<file path="src/core/oag_pkg.sv">
/*
 Package for the operand address generator: modes, sizes, register-file
 layout and reset values. Assumes a 16-bit byte-addressed space.
*/
package oag_pkg;
	localparam int ADDR_W = 16;
	localparam int DATA_W = 16;
	localparam int REG_BYTES = 256;
	localparam int REG_AW = 8;
	localparam logic [7:0] ZERO_WORD_OFFSET = 8'h00;
	localparam logic [7:0] STACK_POINTER_OFFSET = 8'h18;
	localparam logic [15:0] STACK_POINTER_RESET = 16'h0000;
	localparam logic [15:0] ZERO_VALUE = 16'h0000;
	localparam logic [15:0] BYTE_STEP = 16'h0001;
	localparam logic [15:0] WORD_STEP = 16'h0002;

	typedef enum logic [2:0] {
		MODE_REG_DIRECT = 3'h0,
		MODE_INDIRECT = 3'h1,
		MODE_INDIRECT_INC = 3'h2,
		MODE_IMMEDIATE = 3'h3,
		MODE_SHORT_INDEX = 3'h4,
		MODE_LONG_INDEX = 3'h5
	} mode_type;

	typedef enum logic [1:0] {
		SIZE_BYTE = 2'h0,
		SIZE_WORD = 2'h1,
		SIZE_DWORD = 2'h2
	} size_type;

	typedef enum logic [1:0] {
		STACK_NONE = 2'h0,
		STACK_PUSH = 2'h1,
		STACK_POP = 2'h2
	} stack_op_type;

	typedef enum logic [4:0] {
		ST_IDLE = 5'b00001,
		ST_READ_BASE = 5'b00010,
		ST_FORM = 5'b00100,
		ST_WRITE_BACK = 5'b01000,
		ST_DONE = 5'b10000
	} state_type;
endpackage

</file>
<file path="src/core/reg_file_mem.sv">
/*
 Register file storage: 256 bytes, word-wide ports, two read ports with
 registered data and one write port with byte enables. Assumes word
 addresses are even; bit 0 of the address is ignored.
*/
`timescale 1ns/100ps
module reg_file_mem
	import oag_pkg::*;
(
	// clock and reset
	input wire logic core_clk,
	input wire logic rst_n,
	// read port a
	input wire logic [7:0] rd_a_addr,
	output logic [15:0] rd_a_data,
	// read port b
	input wire logic [7:0] rd_b_addr,
	output logic [15:0] rd_b_data,
	// write port
	input wire logic wr_en,
	input wire logic [7:0] wr_addr,
	input wire logic [1:0] wr_be,
	input wire logic [15:0] wr_data
);
	logic [7:0] mem_q [REG_BYTES];
	logic [15:0] rd_a_q;
	logic [15:0] rd_b_q;
	logic [7:0] wa;
	logic [7:0] ra;
	logic [7:0] rb;

	always_comb begin
		wa = {wr_addr[7:1], 1'b0};
		ra = {rd_a_addr[7:1], 1'b0};
		rb = {rd_b_addr[7:1], 1'b0};
	end

	// storage has no reset; only the read registers do
	always_ff @(posedge core_clk) begin
		if (wr_en && wr_be[0]) begin
			mem_q[wa] <= wr_data[7:0];
		end
		if (wr_en && wr_be[1]) begin
			mem_q[wa | 8'h01] <= wr_data[15:8];
		end
	end

	always_ff @(posedge core_clk or negedge rst_n) begin
		if (!rst_n) begin
			rd_a_q <= 16'h0000;
			rd_b_q <= 16'h0000;
		end else begin
			rd_a_q <= {mem_q[ra | 8'h01], mem_q[ra]};
			rd_b_q <= {mem_q[rb | 8'h01], mem_q[rb]};
		end
	end

	assign rd_a_data = rd_a_q;
	assign rd_b_data = rd_b_q;
endmodule // reg_file_mem

</file>
<file path="src/core/ea_adder.sv">
/*
 Effective-address adder: base plus short (sign-extended) or long
 displacement. Pure combinational.
*/
`timescale 1ns/100ps
module ea_adder
	import oag_pkg::*;
(
	// operands
	input wire logic [15:0] base,
	input wire logic [15:0] disp_long,
	input wire logic [7:0] disp_short,
	input wire logic use_short,
	// result
	output logic [15:0] sum
);
	logic [15:0] disp;

	always_comb begin
		disp = use_short ? {{8{disp_short[7]}}, disp_short} : disp_long;
		// carry out dropped: addresses wrap at 64K
		sum = 16'(base + disp);
	end
endmodule // ea_adder

</file>
<file path="src/core/operand_address_generator.sv">
/*
 Operand address generator: decodes one operand reference per request
 into an effective address or immediate value, with pointer updates.
 Assumes the decoder issues one request at a time and waits for done;
 memory outside the register file is accessed by the caller.
*/
`timescale 1ns/100ps
module operand_address_generator
	import oag_pkg::*;
(
	// clock and reset
	input wire logic core_clk,
	input wire logic reset_n,
	// instruction request
	input wire logic req_valid,
	input wire logic first_operand,
	input wire logic [2:0] mode,
	input wire logic [1:0] op_size,
	input wire logic [1:0] stack_op,
	input wire logic [7:0] reg_field,
	input wire logic [15:0] inst_field,
	output logic req_ready,
	// result
	output logic done,
	output logic [15:0] operand_addr,
	output logic [15:0] operand_value,
	output logic addr_is_reg,
	output logic value_valid,
	output logic align_error,
	output logic mode_error,
	// register-file direct access port
	input wire logic rf_wr_en,
	input wire logic [7:0] rf_wr_addr,
	input wire logic [1:0] rf_wr_be,
	input wire logic [15:0] rf_wr_data,
	input wire logic [7:0] rf_rd_addr,
	output logic [15:0] rf_rd_data,
	// stack pointer view
	output logic [15:0] stack_pointer
);
	logic rst_s1_q;
	logic rst_n_q;
	state_type state_q, state_d;
	logic [2:0] mode_q, mode_d;
	logic [1:0] size_q, size_d;
	logic [1:0] sop_q, sop_d;
	logic [7:0] reg_q, reg_d;
	logic [15:0] field_q, field_d;
	logic [15:0] addr_q, addr_d;
	logic [15:0] value_q, value_d;
	logic is_reg_q, is_reg_d;
	logic vvalid_q, vvalid_d;
	logic align_q, align_d;
	logic merr_q, merr_d;
	logic [15:0] sp_q, sp_d;
	logic special_q, special_d;
	logic upd_en;
	logic [7:0] upd_addr;
	logic [15:0] upd_data;
	logic mem_wr_en;
	logic [7:0] mem_wr_addr;
	logic [1:0] mem_wr_be;
	logic [15:0] mem_wr_data;
	logic [15:0] base_raw;
	logic [15:0] port_raw;
	logic [15:0] base_word;
	logic [7:0] rf_rd_q;
	logic [15:0] ea_sum;
	logic [15:0] step;
	logic [15:0] step_sum;
	logic [15:0] sp_minus;
	logic [15:0] sp_plus;

	// reset release through two flops
	always_ff @(posedge core_clk or negedge reset_n) begin
		if (!reset_n) begin
			rst_s1_q <= 1'b0;
			rst_n_q <= 1'b0;
		end else begin
			rst_s1_q <= 1'b1;
			rst_n_q <= rst_s1_q;
		end
	end

	// pointer write-back takes the write port over the outside writer
	always_comb begin
		mem_wr_en = upd_en | rf_wr_en;
		mem_wr_addr = upd_en ? upd_addr : rf_wr_addr;
		mem_wr_be = upd_en ? 2'b11 : rf_wr_be;
		mem_wr_data = upd_en ? upd_data : rf_wr_data;
	end

	reg_file_mem u_mem (
		.core_clk(core_clk),
		.rst_n(rst_n_q),
		.rd_a_addr(reg_q),
		.rd_a_data(base_raw),
		.rd_b_addr(rf_rd_addr),
		.rd_b_data(port_raw),
		.wr_en(mem_wr_en),
		.wr_addr(mem_wr_addr),
		.wr_be(mem_wr_be),
		.wr_data(mem_wr_data)
	);

	always_ff @(posedge core_clk or negedge rst_n_q) begin
		if (!rst_n_q) begin
			rf_rd_q <= 8'h00;
			special_q <= 1'b0;
		end else begin
			rf_rd_q <= rf_rd_addr;
			special_q <= special_d;
		end
	end
	assign special_d = (reg_q[7:1] == ZERO_WORD_OFFSET[7:1]) ||
		(reg_q[7:1] == STACK_POINTER_OFFSET[7:1]);

	// zero word and stack pointer override the storage on reads
	always_comb begin
		if (rf_rd_q[7:1] == ZERO_WORD_OFFSET[7:1]) begin
			rf_rd_data = ZERO_VALUE;
		end else if (rf_rd_q[7:1] == STACK_POINTER_OFFSET[7:1]) begin
			rf_rd_data = sp_q;
		end else begin
			rf_rd_data = port_raw;
		end
		if (reg_q[7:1] == ZERO_WORD_OFFSET[7:1]) begin
			base_word = ZERO_VALUE;
		end else if (reg_q[7:1] == STACK_POINTER_OFFSET[7:1]) begin
			base_word = sp_q;
		end else begin
			base_word = base_raw;
		end
	end

	ea_adder u_add (
		.base(base_word),
		.disp_long(field_q),
		.disp_short(field_q[7:0]),
		.use_short(mode_q == MODE_SHORT_INDEX),
		.sum(ea_sum)
	);

	always_comb begin
		step = (size_q == SIZE_BYTE) ? BYTE_STEP : WORD_STEP;
		step_sum = 16'(base_word + step);
		sp_minus = 16'(sp_q - WORD_STEP);
		sp_plus = 16'(sp_q + WORD_STEP);
	end

	// one memory-class reference per instruction; direct ones unlimited
	logic mem_ref_q, mem_ref_d;
	always_ff @(posedge core_clk or negedge rst_n_q) begin
		if (!rst_n_q) begin
			mem_ref_q <= 1'b0;
		end else begin
			mem_ref_q <= mem_ref_d;
		end
	end

	always_comb begin
		state_d = state_q;
		mode_d = mode_q;
		size_d = size_q;
		sop_d = sop_q;
		reg_d = reg_q;
		field_d = field_q;
		addr_d = addr_q;
		value_d = value_q;
		is_reg_d = is_reg_q;
		vvalid_d = vvalid_q;
		align_d = align_q;
		merr_d = merr_q;
		sp_d = sp_q;
		mem_ref_d = mem_ref_q;
		upd_en = 1'b0;
		upd_addr = reg_q;
		upd_data = step_sum;
		if (rf_wr_en && rf_wr_addr[7:1] == STACK_POINTER_OFFSET[7:1]) begin
			if (rf_wr_be[0]) begin
				sp_d[7:0] = rf_wr_data[7:0];
			end
			if (rf_wr_be[1]) begin
				sp_d[15:8] = rf_wr_data[15:8];
			end
		end
		case (state_q)
			ST_IDLE: begin
				if (req_valid) begin
					mode_d = mode;
					size_d = op_size;
					sop_d = stack_op;
					reg_d = reg_field;
					field_d = inst_field;
					align_d = 1'b0;
					merr_d = 1'b0;
					vvalid_d = 1'b0;
					if (first_operand) begin
						mem_ref_d = 1'b0;
					end
					state_d = ST_READ_BASE;
				end
			end
			ST_READ_BASE: begin
				state_d = ST_FORM;
			end
			ST_FORM: begin
				state_d = ST_DONE;
				if (mode_q != MODE_REG_DIRECT) begin
					merr_d = mem_ref_q;
					mem_ref_d = 1'b1;
				end
				case (mode_q)
					MODE_REG_DIRECT: begin
						addr_d = {8'h00, reg_q};
						is_reg_d = 1'b1;
						value_d = base_word;
						vvalid_d = 1'b1;
						align_d = (size_q == SIZE_WORD && reg_q[0]) ||
							(size_q == SIZE_DWORD && reg_q[1:0] != 2'b00);
					end
					MODE_INDIRECT, MODE_INDIRECT_INC: begin
						addr_d = base_word;
						is_reg_d = (base_word[15:8] == 8'h00);
						align_d = (size_q == SIZE_WORD && base_word[0]) ||
							(size_q == SIZE_DWORD &&
							(base_word[1:0] != 2'b00 ||
							base_word[15:8] != 8'h00));
						if (mode_q == MODE_INDIRECT_INC) begin
							state_d = ST_WRITE_BACK;
						end
					end
					MODE_IMMEDIATE: begin
						is_reg_d = 1'b0;
						vvalid_d = 1'b1;
						addr_d = 16'h0000;
						value_d = (size_q == SIZE_BYTE) ?
							{8'h00, field_q[7:0]} : field_q;
					end
					MODE_SHORT_INDEX, MODE_LONG_INDEX: begin
						addr_d = ea_sum;
						is_reg_d = (ea_sum[15:8] == 8'h00);
						align_d = (size_q == SIZE_WORD && ea_sum[0]);
					end
					default: begin
						merr_d = 1'b1;
					end
				endcase
				if (sop_q == STACK_PUSH) begin
					sp_d = sp_minus;
				end else if (sop_q == STACK_POP) begin
					sp_d = sp_plus;
				end
			end
			ST_WRITE_BACK: begin
				if (reg_q[7:1] == STACK_POINTER_OFFSET[7:1]) begin
					sp_d = (sop_q == STACK_PUSH) ? 16'(sp_q + step) :
						16'(sp_q + step);
				end else if (!special_q) begin
					upd_en = 1'b1;
				end
				state_d = ST_DONE;
			end
			ST_DONE: begin
				state_d = ST_IDLE;
			end
			default: begin
				state_d = ST_IDLE;
			end
		endcase
	end

	always_ff @(posedge core_clk or negedge rst_n_q) begin
		if (!rst_n_q) begin
			state_q <= ST_IDLE;
			mode_q <= MODE_REG_DIRECT;
			size_q <= SIZE_BYTE;
			sop_q <= STACK_NONE;
			reg_q <= 8'h00;
			field_q <= 16'h0000;
			addr_q <= 16'h0000;
			value_q <= 16'h0000;
			is_reg_q <= 1'b0;
			vvalid_q <= 1'b0;
			align_q <= 1'b0;
			merr_q <= 1'b0;
			sp_q <= STACK_POINTER_RESET;
		end else begin
			state_q <= state_d;
			mode_q <= mode_d;
			size_q <= size_d;
			sop_q <= sop_d;
			reg_q <= reg_d;
			field_q <= field_d;
			addr_q <= addr_d;
			value_q <= value_d;
			is_reg_q <= is_reg_d;
			vvalid_q <= vvalid_d;
			align_q <= align_d;
			merr_q <= merr_d;
			sp_q <= sp_d;
		end
	end

	assign req_ready = (state_q == ST_IDLE);
	assign done = (state_q == ST_DONE);
	assign operand_addr = addr_q;
	assign operand_value = value_q;
	assign addr_is_reg = is_reg_q;
	assign value_valid = vvalid_q;
	assign align_error = align_q;
	assign mode_error = merr_q;
	assign stack_pointer = sp_q;
endmodule // operand_address_generator

</file>
<file path="config.mk">
export PLATFORM = sky130hd
export DESIGN_NAME = operand_address_generator
export DESIGN_NICKNAME = d
export VERILOG_FILES = /design/src/core/oag_pkg.sv /design/src/core/reg_file_mem.sv /design/src/core/ea_adder.sv /design/src/core/operand_address_generator.sv
export SDC_FILE = /design/constraint.sdc
export NUM_CORES = 2
export LEC_CHECK = 0
export BUFFER_PORTS_ARGS = -buffer_cell sky130_fd_sc_hd__clkbuf_2
export CAP_MARGIN = 10
export CORE_ASPECT_RATIO = 1.2
export CORE_MARGIN = 3
export CORE_UTILIZATION = 55
export DETAILED_ROUTE_END_ITERATION = 8
export HOLD_SLACK_MARGIN = 0.06
export PLACE_DENSITY_LB_ADDON = 0.3
export SYNTH_ARGS = -nofsm -noshare
export SYNTH_HDL_FRONTEND = slang
export SYNTH_HIERARCHICAL = 1
export SYNTH_SLANG_ARGS = --single-unit
</file>
<file path="constraint.sdc">
create_clock -name core_clk -period 6.4 [get_ports core_clk]
set_input_delay 0.96 -clock core_clk [delete_from_list [all_inputs] [get_ports core_clk]]
set_output_delay 0.96 -clock core_clk [all_outputs]
set_load 0.02 [all_outputs]
</file>
==> results.py <==
metrics = {
    "worst_setup_path": {
        "critical-path-slowest-cell": "o21ai_4",
        "start_kind": "register",
        "worst-setup-path-type": "register to register",
        "worst-path-buf-inv": 1,
        "crit_path_max_incr_delay_ns": 0.75,
        "path_cells": "nor3_4, nand3_1, a22o_1, ha_1, a21oi_1, nor3_1, nand4_1, xnor2_1, o21ai_4, buf_4",
        "end_kind": "register",
        "worstPathMaxFanout": 50,
        "critical-path-top-delay-family": "simple AND/OR/NAND/NOR gates",
        "arrival_ns": 6.06,
        "timing.critical_path.required_ns": 6.98,
    },
    "synth": {
        "synthesis_warning_total": 6,
        "synth.cell_area_mm2": 0.103,
        "syn-mean-instance-area_um2": 20.3,
        "syn_inst": 5103,
        "postSynthNetCount": 5197,
    },
    "sta": {
        "fmax_mhz": 183,
        "max_slew_violation_count": 0,
        "grt_setup_unrepaired": "no",
        "period_needed_ns": 5.48,
        "setup_viol_count_final": 0,
        "share_of_the_clock_period_used_by_the_worst_path_after_layout_pct": 85.6,
        "finalSetupTns_ns": 0,
        "fin_skew_ns": 0.0346,
        "worst-slew-pin-transition_ns": 1.28,
        "slew_headroom_pct": 14.2,
        "final.hold.worst_slack_ns": 0.292,
        "finalHoldViolCount": 0,
    },
    "clocking": {
        "clock-root-buffer": "clkbuf_16",
        "post-cts-setup-buffer-count": 0,
        "clkLatencyLatePin_ns": 0.86,
        "ctsLongestPathBuffers": 3,
        "cts-htree-levels": 4,
        "cts_buffers": 204,
        "tritoncts": "yes",
        "postCtsResizedCells": 0,
        "cts.sinks": 2179,
        "clk_pin_slew_ns": 0.06,
    },
    "detailed_routing": {
        "num_vias": 56300,
        "post_drt_via_cell_ratio": 7.11,
        "route.final.wire_length_um": 276000,
        "dr.pass1.iters": 6,
        "drtIter0Drc": 7499,
        "avgRoutedWirePerCell_um": 34.8,
        "drc": 0,
        "route.antenna.remaining_nets": 0,
    },
    "die": {
        "rows": 173,
        "fp.dieW_um": 402,
        "start_util_pct": 55.6,
        "ios": 140,
        "fp.dieArea_mm2": 0.193,
        "dieHeight_um": 481,
        "coreArea_mm2": 0.186,
    },
    "final_layout": {
        "num-nets-final": 5396,
        "largest_register_ff_count": 2048,
        "leading_cell_types_in_the_layout_fill_and_taps_excluded": "edfxtp_1, mux4_2, nor2_1",
        "post_route_cells_drive_above_1_share_pct": 39.3,
        "post-route-util_pct": 61.7,
        "final_common_cell": "edfxtp_1",
        "max_flop_register": "u_mem/mem_q",
        "fin_cells": 7929,
        "syn2layout_area_growth_pct": 11.1,
    },
    "placement": {
        "port_buffers": 137,
        "gp_weighted_congestion": 0.939,
        "placed_cells_incl_taps": 7545,
        "dp_hpwl_um": 179000,
    },
    "pwr": {
        "power_density_mw_per_mm2": 372,
        "p_leak_nw": 36.2,
        "power.ir.vdd_worst_mv": 0.423,
    },
    "grt": {
        "overflow": 0,
        "grt_max_degree": 129,
        "global_route.usage.total_pct": 29.0,
        "grt_first_pass_wirelength_um": 404000,
        "vias_in_the_first_global_route": 57600,
        "grt_antenna_before_repair": 18,
    },
    "worst_hold_path": {
        "hold_path_class": "primary input to register",
    },
    "status": {
        "status": "finished, final reports clean",
    },
    "job": {
        "maxCapViolations": 0,
    },
}
layer usage:
| metal | wire [um] | part of all wire (%) | GRT usage, % | vias to the layer above |
|---|---|---|---|---|
| met5 | 53 | 0.019 | 0 | - |
| li1 | - | - | - | 22400 |
| met2 | 138000 | 50 | 47.4 | 3360 |
| met4 | 12600 | 4.6 | 11.5 | 8 |
| met3 | 28300 | 10 | 6.35 | 609 |
| met1 | 97600 | 35 | 38.6 | 30000 |
tightest hold or removal path: stages:
cell	delay, ns
clkbuf_2	0.07
nand2_1	0.04
nand2_1	0.05
path summary, 6_finish.rpt:
kind                            startpoint             endpoint  slack, ns  cells past startpoint
worst min-delay path               mode[2]            mode_q[2]       0.29                      3
max in group asynchronous          rst_n_q             reg_q[1]       4.82                      1
worst max register to register    reg_q[1]  u_mem/mem_q[30][13]       0.92                     10
min in group asynchronous          rst_n_q             sop_q[1]       0.37                      0
worst min register to register    rst_s1_q              rst_n_q       0.35                      0
worst max-delay path              reg_q[1]  u_mem/mem_q[30][13]       0.92                     10
report_power, final:
part,internal [mW],switching [mW]
registers,15.9,0.640
logic,6.27,7.62
clock network,6.93,5.30
cell type report:
cell class	count	area, um2
fill	12600	71300
clock inverter	122	1240
multi-input combinational	2479	37000
timing repair buffer	398	3120
inverter	40	150
tap	2450	3070
clock buffer	255	5480
sequential	2179	64800
antenna	6	15.0
repair_timing:
| item | 4_1_cts | 5_1_grt |
|---|---|---|
| hold endpoints to repair | 2 | 0 |
| hold buffers | 1 | 0 |
| setup endpoints to repair | 0 | 0 |
through the flow:
| stage | area [um2] | worst slack [ns] | power (mW) |
|---|---|---|---|
| after global routing | 115000 | 0.727 | 44.1 |
| after CTS | 115000 | 1.08 | 42.8 |
| after global placement | 108000 | 1.32 | 30.5 |
| after floorplan | 103000 | 0.00867 | 26.2 |
| final | 115000 | 0.921 | 42.7 |
| after detailed placement | 108000 | 1.10 | 30.6 |
Note: power is estimated with default switching activity, not from simulation.
